[src/ppp_pkg.sv]
// Constants and pin bundles for the primary PCI port
// What this block does
// - An initiator holds its ready line asserted until the data phase completes.
// - The target holds its ready line asserted until the data phase ends.
// - Sustained control lines are driven high one cycle before being released.
// - As master, abort when device select is missing five clocks after frame.
// - A target accepting a transaction asserts device select; so does this port.
// - A target asserts stop to end a transaction; the initiator then terminates.
// - Type 0 configuration accesses are claimed only while config select is high.
// - Parity error is asserted when received data carries bad parity.
// - System error is pulled low on address parity, secondary error or timeout.
// - Frame marks the start and lasts until the final data phase.
// - Parity is even over data, command and parity, valid one clock later.
package ppp_pkg;
   localparam logic [3:0] CMD_CFG_READ    = 4'ha;
   localparam logic [3:0] CMD_CFG_WRITE   = 4'hb;
   localparam logic [1:0] CFG_TYPE0       = 2'h0;
   localparam int         CMD_WRITE_BIT   = 0;
   localparam int         CFG_REG_LSB     = 2;
   localparam logic [2:0] DEVSEL_WAIT_CYC = 3'h5;
   localparam logic [2:0] CNT_FIRST       = 3'h1;

   typedef struct packed {
      logic [31:0] ad;
      logic [3:0]  cbe;
      logic        primary_parity;
      logic        frame_n;
      logic        primary_initiator_ready_n;
      logic        primary_target_ready_n;
      logic        primary_device_select_n;
      logic        stop_n;
      logic        lock_n;
      logic        primary_config_select;
   } ppp_pins_in_type;

   typedef struct packed {
      logic [31:0] ad_o;
      logic        ad_oe;
      logic [3:0]  cbe_o;
      logic        cbe_oe;
      logic        par_o;
      logic        par_oe;
      logic        frame_o;
      logic        frame_oe;
      logic        irdy_o;
      logic        irdy_oe;
      logic        trdy_o;
      logic        trdy_oe;
      logic        devsel_o;
      logic        devsel_oe;
      logic        stop_o;
      logic        stop_oe;
      logic        perr_o;
      logic        perr_oe;
      logic        serr_o;
      logic        serr_oe;
   } ppp_pins_out_type;

   typedef struct packed {
      logic [3:0]  cmd;
      logic [31:0] addr;
      logic [31:0] wdata;
      logic [3:0]  be;
   } ppp_mst_req_type;

   typedef enum logic [3:0] {
      M_IDLE = 4'b0001,
      M_ADDR = 4'b0010,
      M_DATA = 4'b0100,
      M_TURN = 4'b1000
   } ppp_mst_state_type;

   typedef enum logic [4:0] {
      T_IDLE   = 5'b00001,
      T_DECODE = 5'b00010,
      T_DATA   = 5'b00100,
      T_HOLD   = 5'b01000,
      T_TURN   = 5'b10000
   } ppp_tgt_state_type;
endpackage : ppp_pkg

[src/ppp_primary_port.sv]
// Primary PCI port: master, config target, parity and error reporting
`timescale 1ns/1ps
module ppp_primary_port (
   input  wire logic                      clk,
   input  wire logic                      rst_b,
   input  wire ppp_pkg::ppp_pins_in_type  pin_in,
   output ppp_pkg::ppp_pins_out_type      pin_out,
   input  wire logic                      mst_req,
   input  wire ppp_pkg::ppp_mst_req_type  mst_req_data,
   output logic                           mst_busy_q,
   output logic                           mst_done_q,
   output logic                           mst_abort_q,
   output logic                           mst_stopped_q,
   output logic [31:0]                    mst_rdata_q,
   input  wire logic                      tgt_retry,
   input  wire logic [31:0]               cfg_rdata,
   output logic [5:0]                     cfg_reg_q,
   output logic [31:0]                    cfg_wdata_q,
   output logic [3:0]                     cfg_be_q,
   output logic                           cfg_wr_q,
   input  wire logic                      secondary_system_error_n,
   input  wire logic                      dt_master_timeout
);
   ppp_pkg::ppp_mst_state_type mst_q, mst_d;
   ppp_pkg::ppp_tgt_state_type tgt_q, tgt_d;
   ppp_pkg::ppp_mst_req_type   req_q;
   logic [2:0]  cnt_q;
   logic [31:0] ad_o_q, cfg_rdata_q;
   logic [3:0]  cbe_o_q;
   logic        ad_oe_q, cbe_oe_q, par_o_q, par_oe_q, frame_o_q, frame_oe_q;
   logic        irdy_o_q, irdy_oe_q, trdy_o_q, trdy_oe_q, devsel_o_q, devsel_oe_q;
   logic        stop_o_q, stop_oe_q, perr_o_q, perr_oe_q, serr_o_q, serr_oe_q;
   logic        frame_prev_q, write_q, retry_q, data_chk_q, data_par_q;
   logic        addr_chk_q, addr_par_q, ss_meta_q, ss_sync_q;
   logic        addr_phase, tgt_claim, tgt_xfer, mst_rx, mst_end, mst_timeout;
   logic        data_perr, addr_perr;

   assign pin_out = '{ad_o: ad_o_q, ad_oe: ad_oe_q, cbe_o: cbe_o_q, cbe_oe: cbe_oe_q,
                      par_o: par_o_q, par_oe: par_oe_q, frame_o: frame_o_q,
                      frame_oe: frame_oe_q, irdy_o: irdy_o_q, irdy_oe: irdy_oe_q,
                      trdy_o: trdy_o_q, trdy_oe: trdy_oe_q, devsel_o: devsel_o_q,
                      devsel_oe: devsel_oe_q, stop_o: stop_o_q, stop_oe: stop_oe_q,
                      perr_o: perr_o_q, perr_oe: perr_oe_q, serr_o: serr_o_q,
                      serr_oe: serr_oe_q};

   // Bus decode
   assign addr_phase = !pin_in.frame_n && frame_prev_q;
   assign tgt_claim  = addr_phase && pin_in.primary_config_select &&
                       (pin_in.cbe == ppp_pkg::CMD_CFG_READ ||
                        pin_in.cbe == ppp_pkg::CMD_CFG_WRITE) &&
                       pin_in.ad[1:0] == ppp_pkg::CFG_TYPE0 &&
                       tgt_q == ppp_pkg::T_IDLE && mst_q == ppp_pkg::M_IDLE;
   assign tgt_xfer   = tgt_q == ppp_pkg::T_DATA && !pin_in.primary_initiator_ready_n &&
                       !trdy_o_q;
   assign mst_end    = !pin_in.primary_device_select_n &&
                       (!pin_in.primary_target_ready_n || !pin_in.stop_n);
   assign mst_timeout = pin_in.primary_device_select_n &&
                        cnt_q == ppp_pkg::DEVSEL_WAIT_CYC;
   assign mst_rx     = mst_q == ppp_pkg::M_DATA && !req_q.cmd[ppp_pkg::CMD_WRITE_BIT] &&
                       !pin_in.primary_device_select_n && !pin_in.primary_target_ready_n;
   assign data_perr  = data_chk_q && (data_par_q != pin_in.primary_parity);
   assign addr_perr  = addr_chk_q && (addr_par_q != pin_in.primary_parity);

   // Master sequencer
   always_comb begin
      mst_d = mst_q;
      case (mst_q)
         ppp_pkg::M_IDLE: begin
            if (mst_req && pin_in.frame_n && pin_in.primary_initiator_ready_n &&
                pin_in.lock_n && tgt_q == ppp_pkg::T_IDLE) begin
               mst_d = ppp_pkg::M_ADDR;
            end
         end
         ppp_pkg::M_ADDR: mst_d = ppp_pkg::M_DATA;
         ppp_pkg::M_DATA: begin
            if (mst_end || mst_timeout) begin
               mst_d = ppp_pkg::M_TURN;
            end
         end
         default: mst_d = ppp_pkg::M_IDLE;
      endcase
   end

   always_ff @(posedge clk or negedge rst_b) begin
      if (!rst_b) begin
         mst_q <= ppp_pkg::M_IDLE;
         cnt_q <= 3'h0;
      end else begin
         mst_q <= mst_d;
         if (mst_q == ppp_pkg::M_ADDR) begin
            cnt_q <= ppp_pkg::CNT_FIRST;
         end else if (mst_q == ppp_pkg::M_DATA && cnt_q != ppp_pkg::DEVSEL_WAIT_CYC) begin
            cnt_q <= cnt_q + 3'h1;
         end
      end
   end

   // Master request and result
   always_ff @(posedge clk or negedge rst_b) begin
      if (!rst_b) begin
         req_q         <= '0;
         mst_busy_q    <= 1'b0;
         mst_done_q    <= 1'b0;
         mst_abort_q   <= 1'b0;
         mst_stopped_q <= 1'b0;
         mst_rdata_q   <= 32'h0;
      end else begin
         if (mst_q == ppp_pkg::M_IDLE && mst_d == ppp_pkg::M_ADDR) begin
            req_q <= mst_req_data;
         end
         mst_busy_q <= mst_d != ppp_pkg::M_IDLE;
         mst_done_q <= mst_q == ppp_pkg::M_DATA && mst_d == ppp_pkg::M_TURN;
         if (mst_q == ppp_pkg::M_DATA && mst_d == ppp_pkg::M_TURN) begin
            mst_abort_q   <= !mst_end;
            mst_stopped_q <= mst_end && !pin_in.stop_n;
         end
         if (mst_rx) begin
            mst_rdata_q <= pin_in.ad;
         end
      end
   end

   // Master control pins
   always_ff @(posedge clk or negedge rst_b) begin
      if (!rst_b) begin
         frame_o_q  <= 1'b1;
         frame_oe_q <= 1'b0;
         irdy_o_q   <= 1'b1;
         irdy_oe_q  <= 1'b0;
      end else begin
         frame_o_q  <= mst_d != ppp_pkg::M_ADDR;
         frame_oe_q <= mst_d == ppp_pkg::M_ADDR || mst_q == ppp_pkg::M_ADDR;
         irdy_o_q   <= mst_d != ppp_pkg::M_DATA;
         irdy_oe_q  <= mst_d == ppp_pkg::M_DATA || mst_d == ppp_pkg::M_TURN;
      end
   end

   // Config target sequencer
   always_comb begin
      tgt_d = tgt_q;
      case (tgt_q)
         ppp_pkg::T_IDLE: begin
            if (tgt_claim) begin
               tgt_d = ppp_pkg::T_DECODE;
            end
         end
         ppp_pkg::T_DECODE: tgt_d = ppp_pkg::T_DATA;
         ppp_pkg::T_DATA: begin
            if (!pin_in.primary_initiator_ready_n && (!trdy_o_q || !stop_o_q)) begin
               tgt_d = pin_in.frame_n ? ppp_pkg::T_TURN : ppp_pkg::T_HOLD;
            end
         end
         ppp_pkg::T_HOLD: begin
            if (!pin_in.primary_initiator_ready_n && pin_in.frame_n) begin
               tgt_d = ppp_pkg::T_TURN;
            end
         end
         default: tgt_d = ppp_pkg::T_IDLE;
      endcase
   end

   always_ff @(posedge clk or negedge rst_b) begin
      if (!rst_b) begin
         tgt_q       <= ppp_pkg::T_IDLE;
         write_q     <= 1'b0;
         retry_q     <= 1'b0;
         cfg_reg_q   <= 6'h0;
         cfg_rdata_q <= 32'h0;
      end else begin
         tgt_q <= tgt_d;
         if (tgt_claim) begin
            write_q   <= pin_in.cbe[ppp_pkg::CMD_WRITE_BIT];
            retry_q   <= tgt_retry;
            cfg_reg_q <= pin_in.ad[ppp_pkg::CFG_REG_LSB +: 6];
         end
         if (tgt_q == ppp_pkg::T_DECODE) begin
            cfg_rdata_q <= cfg_rdata;
         end
      end
   end

   // Config write delivery
   always_ff @(posedge clk or negedge rst_b) begin
      if (!rst_b) begin
         cfg_wr_q    <= 1'b0;
         cfg_wdata_q <= 32'h0;
         cfg_be_q    <= 4'h0;
      end else begin
         cfg_wr_q <= tgt_xfer && write_q;
         if (tgt_xfer && write_q) begin
            cfg_wdata_q <= pin_in.ad;
            cfg_be_q    <= ~pin_in.cbe;
         end
      end
   end

   // Target control pins
   always_ff @(posedge clk or negedge rst_b) begin
      if (!rst_b) begin
         devsel_o_q  <= 1'b1;
         devsel_oe_q <= 1'b0;
         trdy_o_q    <= 1'b1;
         trdy_oe_q   <= 1'b0;
         stop_o_q    <= 1'b1;
         stop_oe_q   <= 1'b0;
      end else begin
         devsel_o_q  <= tgt_d == ppp_pkg::T_IDLE || tgt_d == ppp_pkg::T_TURN;
         devsel_oe_q <= tgt_d != ppp_pkg::T_IDLE;
         trdy_o_q    <= !(tgt_d == ppp_pkg::T_DATA && !retry_q);
         trdy_oe_q   <= tgt_d != ppp_pkg::T_IDLE;
         stop_o_q    <= !((tgt_d == ppp_pkg::T_DATA && (retry_q || !pin_in.frame_n)) ||
                          tgt_d == ppp_pkg::T_HOLD);
         stop_oe_q   <= tgt_d != ppp_pkg::T_IDLE;
      end
   end

   // Address, command and parity drive
   always_ff @(posedge clk or negedge rst_b) begin
      if (!rst_b) begin
         ad_o_q   <= 32'h0;
         ad_oe_q  <= 1'b0;
         cbe_o_q  <= 4'h0;
         cbe_oe_q <= 1'b0;
         par_o_q  <= 1'b0;
         par_oe_q <= 1'b0;
      end else begin
         if (mst_d == ppp_pkg::M_ADDR) begin
            ad_o_q  <= mst_req_data.addr;
            cbe_o_q <= mst_req_data.cmd;
         end else if (mst_d == ppp_pkg::M_DATA) begin
            ad_o_q  <= req_q.wdata;
            cbe_o_q <= ~req_q.be;
         end else begin
            ad_o_q  <= (tgt_q == ppp_pkg::T_DECODE) ? cfg_rdata : cfg_rdata_q;
            cbe_o_q <= 4'h0;
         end
         ad_oe_q  <= mst_d == ppp_pkg::M_ADDR ||
                     (mst_d == ppp_pkg::M_DATA && req_q.cmd[ppp_pkg::CMD_WRITE_BIT]) ||
                     (tgt_d == ppp_pkg::T_DATA && !write_q && !retry_q);
         cbe_oe_q <= mst_d == ppp_pkg::M_ADDR || mst_d == ppp_pkg::M_DATA;
         par_o_q  <= ^{ad_o_q, pin_in.cbe};
         par_oe_q <= ad_oe_q;
      end
   end

   // Parity checks on received address and data
   always_ff @(posedge clk or negedge rst_b) begin
      if (!rst_b) begin
         frame_prev_q <= 1'b1;
         data_chk_q   <= 1'b0;
         data_par_q   <= 1'b0;
         addr_chk_q   <= 1'b0;
         addr_par_q   <= 1'b0;
      end else begin
         frame_prev_q <= pin_in.frame_n;
         data_chk_q   <= (tgt_xfer && write_q) || mst_rx;
         data_par_q   <= ^{pin_in.ad, pin_in.cbe};
         addr_chk_q   <= addr_phase && mst_q != ppp_pkg::M_ADDR;
         addr_par_q   <= ^{pin_in.ad, pin_in.cbe};
      end
   end

   // Parity error: low one cycle, high one cycle, then released
   always_ff @(posedge clk or negedge rst_b) begin
      if (!rst_b) begin
         perr_o_q  <= 1'b1;
         perr_oe_q <= 1'b0;
      end else if (data_perr) begin
         perr_o_q  <= 1'b0;
         perr_oe_q <= 1'b1;
      end else if (perr_oe_q && !perr_o_q) begin
         perr_o_q  <= 1'b1;
      end else begin
         perr_oe_q <= 1'b0;
      end
   end

   // System error, open drain
   always_ff @(posedge clk or negedge rst_b) begin
      if (!rst_b) begin
         ss_meta_q <= 1'b1;
         ss_sync_q <= 1'b1;
         serr_o_q  <= 1'b0;
         serr_oe_q <= 1'b0;
      end else begin
         ss_meta_q <= secondary_system_error_n;
         ss_sync_q <= ss_meta_q;
         serr_o_q  <= 1'b0;
         serr_oe_q <= addr_perr || !ss_sync_q || dt_master_timeout;
      end
   end
endmodule : ppp_primary_port

[config.mk]
export PLATFORM = sky130hd
export DESIGN_NAME = ppp_primary_port
export DESIGN_NICKNAME = d
export VERILOG_FILES = /design/src/ppp_pkg.sv /design/src/ppp_primary_port.sv
export SDC_FILE = /design/constraint.sdc
export NUM_CORES = 1
export LEC_CHECK = 0
export BUFFER_PORTS_ARGS = -buffer_cell sky130_fd_sc_hd__buf_2
export CAP_MARGIN = 40
export CELL_PAD_IN_SITES_DETAIL_PLACEMENT = 1
export CELL_PAD_IN_SITES_GLOBAL_PLACEMENT = 1
export CORE_MARGIN = 1.5
export CORE_UTILIZATION = 35
export CTS_CLUSTER_SIZE = 25
export DETAILED_ROUTE_END_ITERATION = 10
export GPL_TIMING_DRIVEN = 0
export HOLD_SLACK_MARGIN = 0.02
export PLACE_DENSITY = 0.73
export SLEW_MARGIN = 20
export SYNTH_ARGS = -nofsm -noshare
export SYNTH_HDL_FRONTEND = slang
export SYNTH_SLANG_ARGS = --single-unit
[constraint.sdc]
create_clock -name clk -period 5.3 [get_ports clk]
set_clock_uncertainty 0.1 [all_clocks]
set_input_delay 0.265 -clock clk [delete_from_list [all_inputs] [get_ports clk]]
set_output_delay 0.265 -clock clk [all_outputs]
set_load 0.005 [all_outputs]
==> results.sh <==
export IMPL_yosys_area_top_type="dfrtp_1"
export IMPL_post_route_period_util=0.5121
export IMPL_maxCapViolCount=0
export IMPL_worstSetupPathType="register to register"
export IMPL_numClockSinks=219
export IMPL_slowest_stage="dfstp_2"
export IMPL_worstPathArrival_ns=3.01
export IMPL_start_kind="register"
export IMPL_cts_setup_buffers=0
export IMPL_overflow=0
export IMPL_worstPathRequired_ns=5.59
export IMPL_path_clk_slew_ns=0.06
export IMPL_synth_xor_area_share=0.06227
export IMPL_timing_fmax_mhz=368.4
export IMPL_fillers=2870
export IMPL_ys_flop_type="dfrtp_1"
export IMPL_tightest_slew_ns=0.8046
export IMPL_syn_nets=1028
export IMPL_ant_nets=0
export IMPL_muxShareOfSynthArea=0.08581
export IMPL_swShare=0.2493
export IMPL_dieWidth_um=166.0
export IMPL_slew_headroom=0.4622
export IMPL_p_clk_frac=0.415
export IMPL_synth_cells=868
export IMPL_vias=8145
export IMPL_ys_top_cells_by_count="256 x nand2_1, 208 x dfrtp_1, 70 x mux2_2, 52 x xnor2_1, 40 x nor2_1"
export IMPL_outcome="finished clean"
export IMPL_internal_power_mw=3.162
export IMPL_routed_via_density=4.837
export IMPL_synth_compound_gate_area_share=0.05851
export IMPL_syn2layout_area_growth_pct=45.45
export IMPL_switchingPower_mw=1.050
export IMPL_drive_above_1_share=0.3447
export IMPL_dpl_cell_count=1490
export IMPL_fin_crit_ns=2.714
export IMPL_core_um2=26060
export IMPL_synth_top_family_by_area="simple AND/OR/NAND/NOR gates"
export IMPL_rsz0062_at_grt="false"
export IMPL_drt_initial_drc_count=419
export IMPL_max_stage_delay_ns=0.57
export IMPL_netlist_area_um2=9303
export IMPL_critPathCaptureType="register"
export IMPL_place_congestion=0.8159
export IMPL_root_buffer="clkbuf_16"
export IMPL_grt_pass1_wl_um=51760
export IMPL_cp_max_fo=10
export IMPL_async_flop_share=1.000
export IMPL_place_ws_ns=2.723
export IMPL_dp_hpwl_um=20550
export IMPL_p_seq_frac=0.444
export IMPL_max_vdd_ir_drop_mv=0.2447
export IMPL_yosysWarnings=0
export IMPL_ioPinCount=287
export IMPL_syn_area_per_cell_um2=10.72
export IMPL_seq_area_frac_synth=0.5906
export IMPL_finalMaxSlewViolations=0
export IMPL_cts_tree="done"
export IMPL_synth_seq_cells=219
export IMPL_yosys_area_share_simple=0.1504
export IMPL_detail_route_wl_per_cell_um=19.19
export IMPL_numPortBuffers=285
export IMPL_first_pass_iters=5
export IMPL_grt_usage=0.2373
export IMPL_grt_pass1_vias=9232
export IMPL_worstPathCellList="or3b_2 -> nor4_1 -> o21ai_2 -> buf_2 -> a21oi_1 -> o21ai_1"
export IMPL_drc=0
export IMPL_worstHoldPathType="input port to register"
export IMPL_nets=1492
export IMPL_setup_ws_ns=2.586
export IMPL_synthTopCellsByArea="dfrtp_1 56%, nand2_1 10%, mux2_2 8.5%"
export IMPL_htreeDepth=1
export IMPL_netlist_cell_type_count=47
export IMPL_path_buf_inv=1
export IMPL_cts_buffers=25
export IMPL_start_util=0.3570
export IMPL_die_y_um=166.0
export IMPL_p_leak_nw=7.230
export IMPL_clkLatencyLatePin_ns=0.52
export IMPL_wl_um=32320
export IMPL_synth_fa_ha_area_frac=0.008070
export IMPL_dieArea_um2=27570
export IMPL_yosysTopAreaCellShare=0.5595
export IMPL_powerDensity_nw_per_um2=311.3
export IMPL_synth_edf_count=0
export IMPL_stdcell_count=1684
export IMPL_grt_max_degree=96
export IMPL_comb_power_share=0.141
export IMPL_setup_violations=0
export IMPL_path_delay_family="simple AND/OR/NAND/NOR gates"
export IMPL_grt_antenna_before_repair=3
export IMPL_cts_buffer_depth=3
export IMPL_final_hold_viol_count=0
export IMPL_rows=59
export IMPL_yosysMostFrequentCell="nand2_1"
final timing paths:
| path | slack [ns] | cells after the start | to | from |
|---|---|---|---|---|
| worst max-delay path | 2.59 | 6 | ad_o_q[14] | mst_q[0] |
| worst max register to register | 2.59 | 6 | ad_o_q[14] | mst_q[0] |
| min in group asynchronous | 0.19 | 2 | cfg_wdata_q[22] | rst_b |
| worst min register to register | 0.27 | 0 | ss_sync_q | ss_meta_q |
| worst min-delay path | 0.09 | 3 | mst_done_q | pin_in[4] |
| max in group asynchronous | 4.03 | 3 | ad_o_q[8] | rst_b |
kinds of logic (layout without fill, tap and decap cells):
group,Yosys count,after routing
AO/OA/AOI/OAI,100,100
flip-flops,219,219
multiplexers,71,71
buffers and inverters,72,550
adder cells (fa/ha/maj),6,6
AND/OR/NAND/NOR,336,336
other,1,4
XOR/XNOR,63,63
power groups by stage:
stage	registers [mW]	clock network (mW)	logic, mW
after floorplan	1.88	0	0.279
after global placement	1.89	0	0.470
after detailed placement	1.90	0	0.491
after CTS	1.87	1.78	0.582
after global routing	1.88	1.86	0.649
final	1.87	1.75	0.592
per-layer routing:
| metal | track usage | part of all wire | vias up |
|---|---|---|---|
| met1 | 0.2808 | 0.40 | 4051 |
| li1 | - | - | 3731 |
| met2 | 0.4252 | 0.51 | 303 |
| met3 | 0.05887 | 0.067 | 60 |
| met5 | 0 | 0 | - |
| met4 | 0.06855 | 0.024 | 0 |
what timing repair did:
item / CTS / global route
endpoints found under the hold margin: 250 / 0
gates resized for setup: 0 / 0
hold buffers: 150 / 0
stage by stage:
stage	instance area [µm²]	utilization	total power, mW	TNS, ns	hold slack (ns)
6_report	13530	0.5192	4.212	0	0.08570
5_1_grt	13530	0.5192	4.387	0	0.1043
4_1_cts	13520	0.5189	4.226	0	0.07012
3_5_place_dp	11210	0.4303	2.387	0	0.1449
3_3_place_gp	11150	0.4278	2.359	-16.71	0.2589
2_1_floorplan	9303	-	2.155	0	-0.1306
worst register-to-register path: cells and delay by family (launching register included):
kind | cells | cell delay [ns]
AO/OA/AOI/OAI | 3 | 0.64
flip-flops | 1 | 0.57
buffers and inverters | 1 | 0.27
AND/OR/NAND/NOR | 2 | 1.00
sequential cells by signal, indices dropped and copies added, names as in the netlist, 3 cells and up:
name / count
cfg_wdata_q: 32
mst_rdata_q: 32
req_q: 37
mst_q: 4
ad_o_q: 32
cfg_be_q: 4
cfg_rdata_q: 32
cbe_o_q: 4
cfg_reg_q: 6
cnt_q: 3
tgt_q: 5
cells in the final DEF, fill, tap and decap left out, types with 25 or more instances in the layout:
cell           netlist  final
clkbuf_16            0     25
mux2_2              70     70
o21ai_1             32     32
dlygate4sd3_1        0    150
dfrtp_1            208    208
nor2_1              40     40
xnor2_1             52     52
buf_2               18    302
nand2_1            256    256
a21oi_1             36     36
final cells by class:
type                       instances  area, µm²  share of cell area
antenna                            3      7.507           0.0005548
inverter                          17      63.81            0.004716
multi-input combinational        577       3400              0.2512
sequential                       219       5494              0.4060
clock inverter                     6      105.1            0.007768
buffer                            55      345.3             0.02552
timing repair buffer             437       2993              0.2212
clock buffer                      35      703.2             0.05197
tap                              335      419.2             0.03098
No activity file was read; power rests on OpenSTA's default activity.
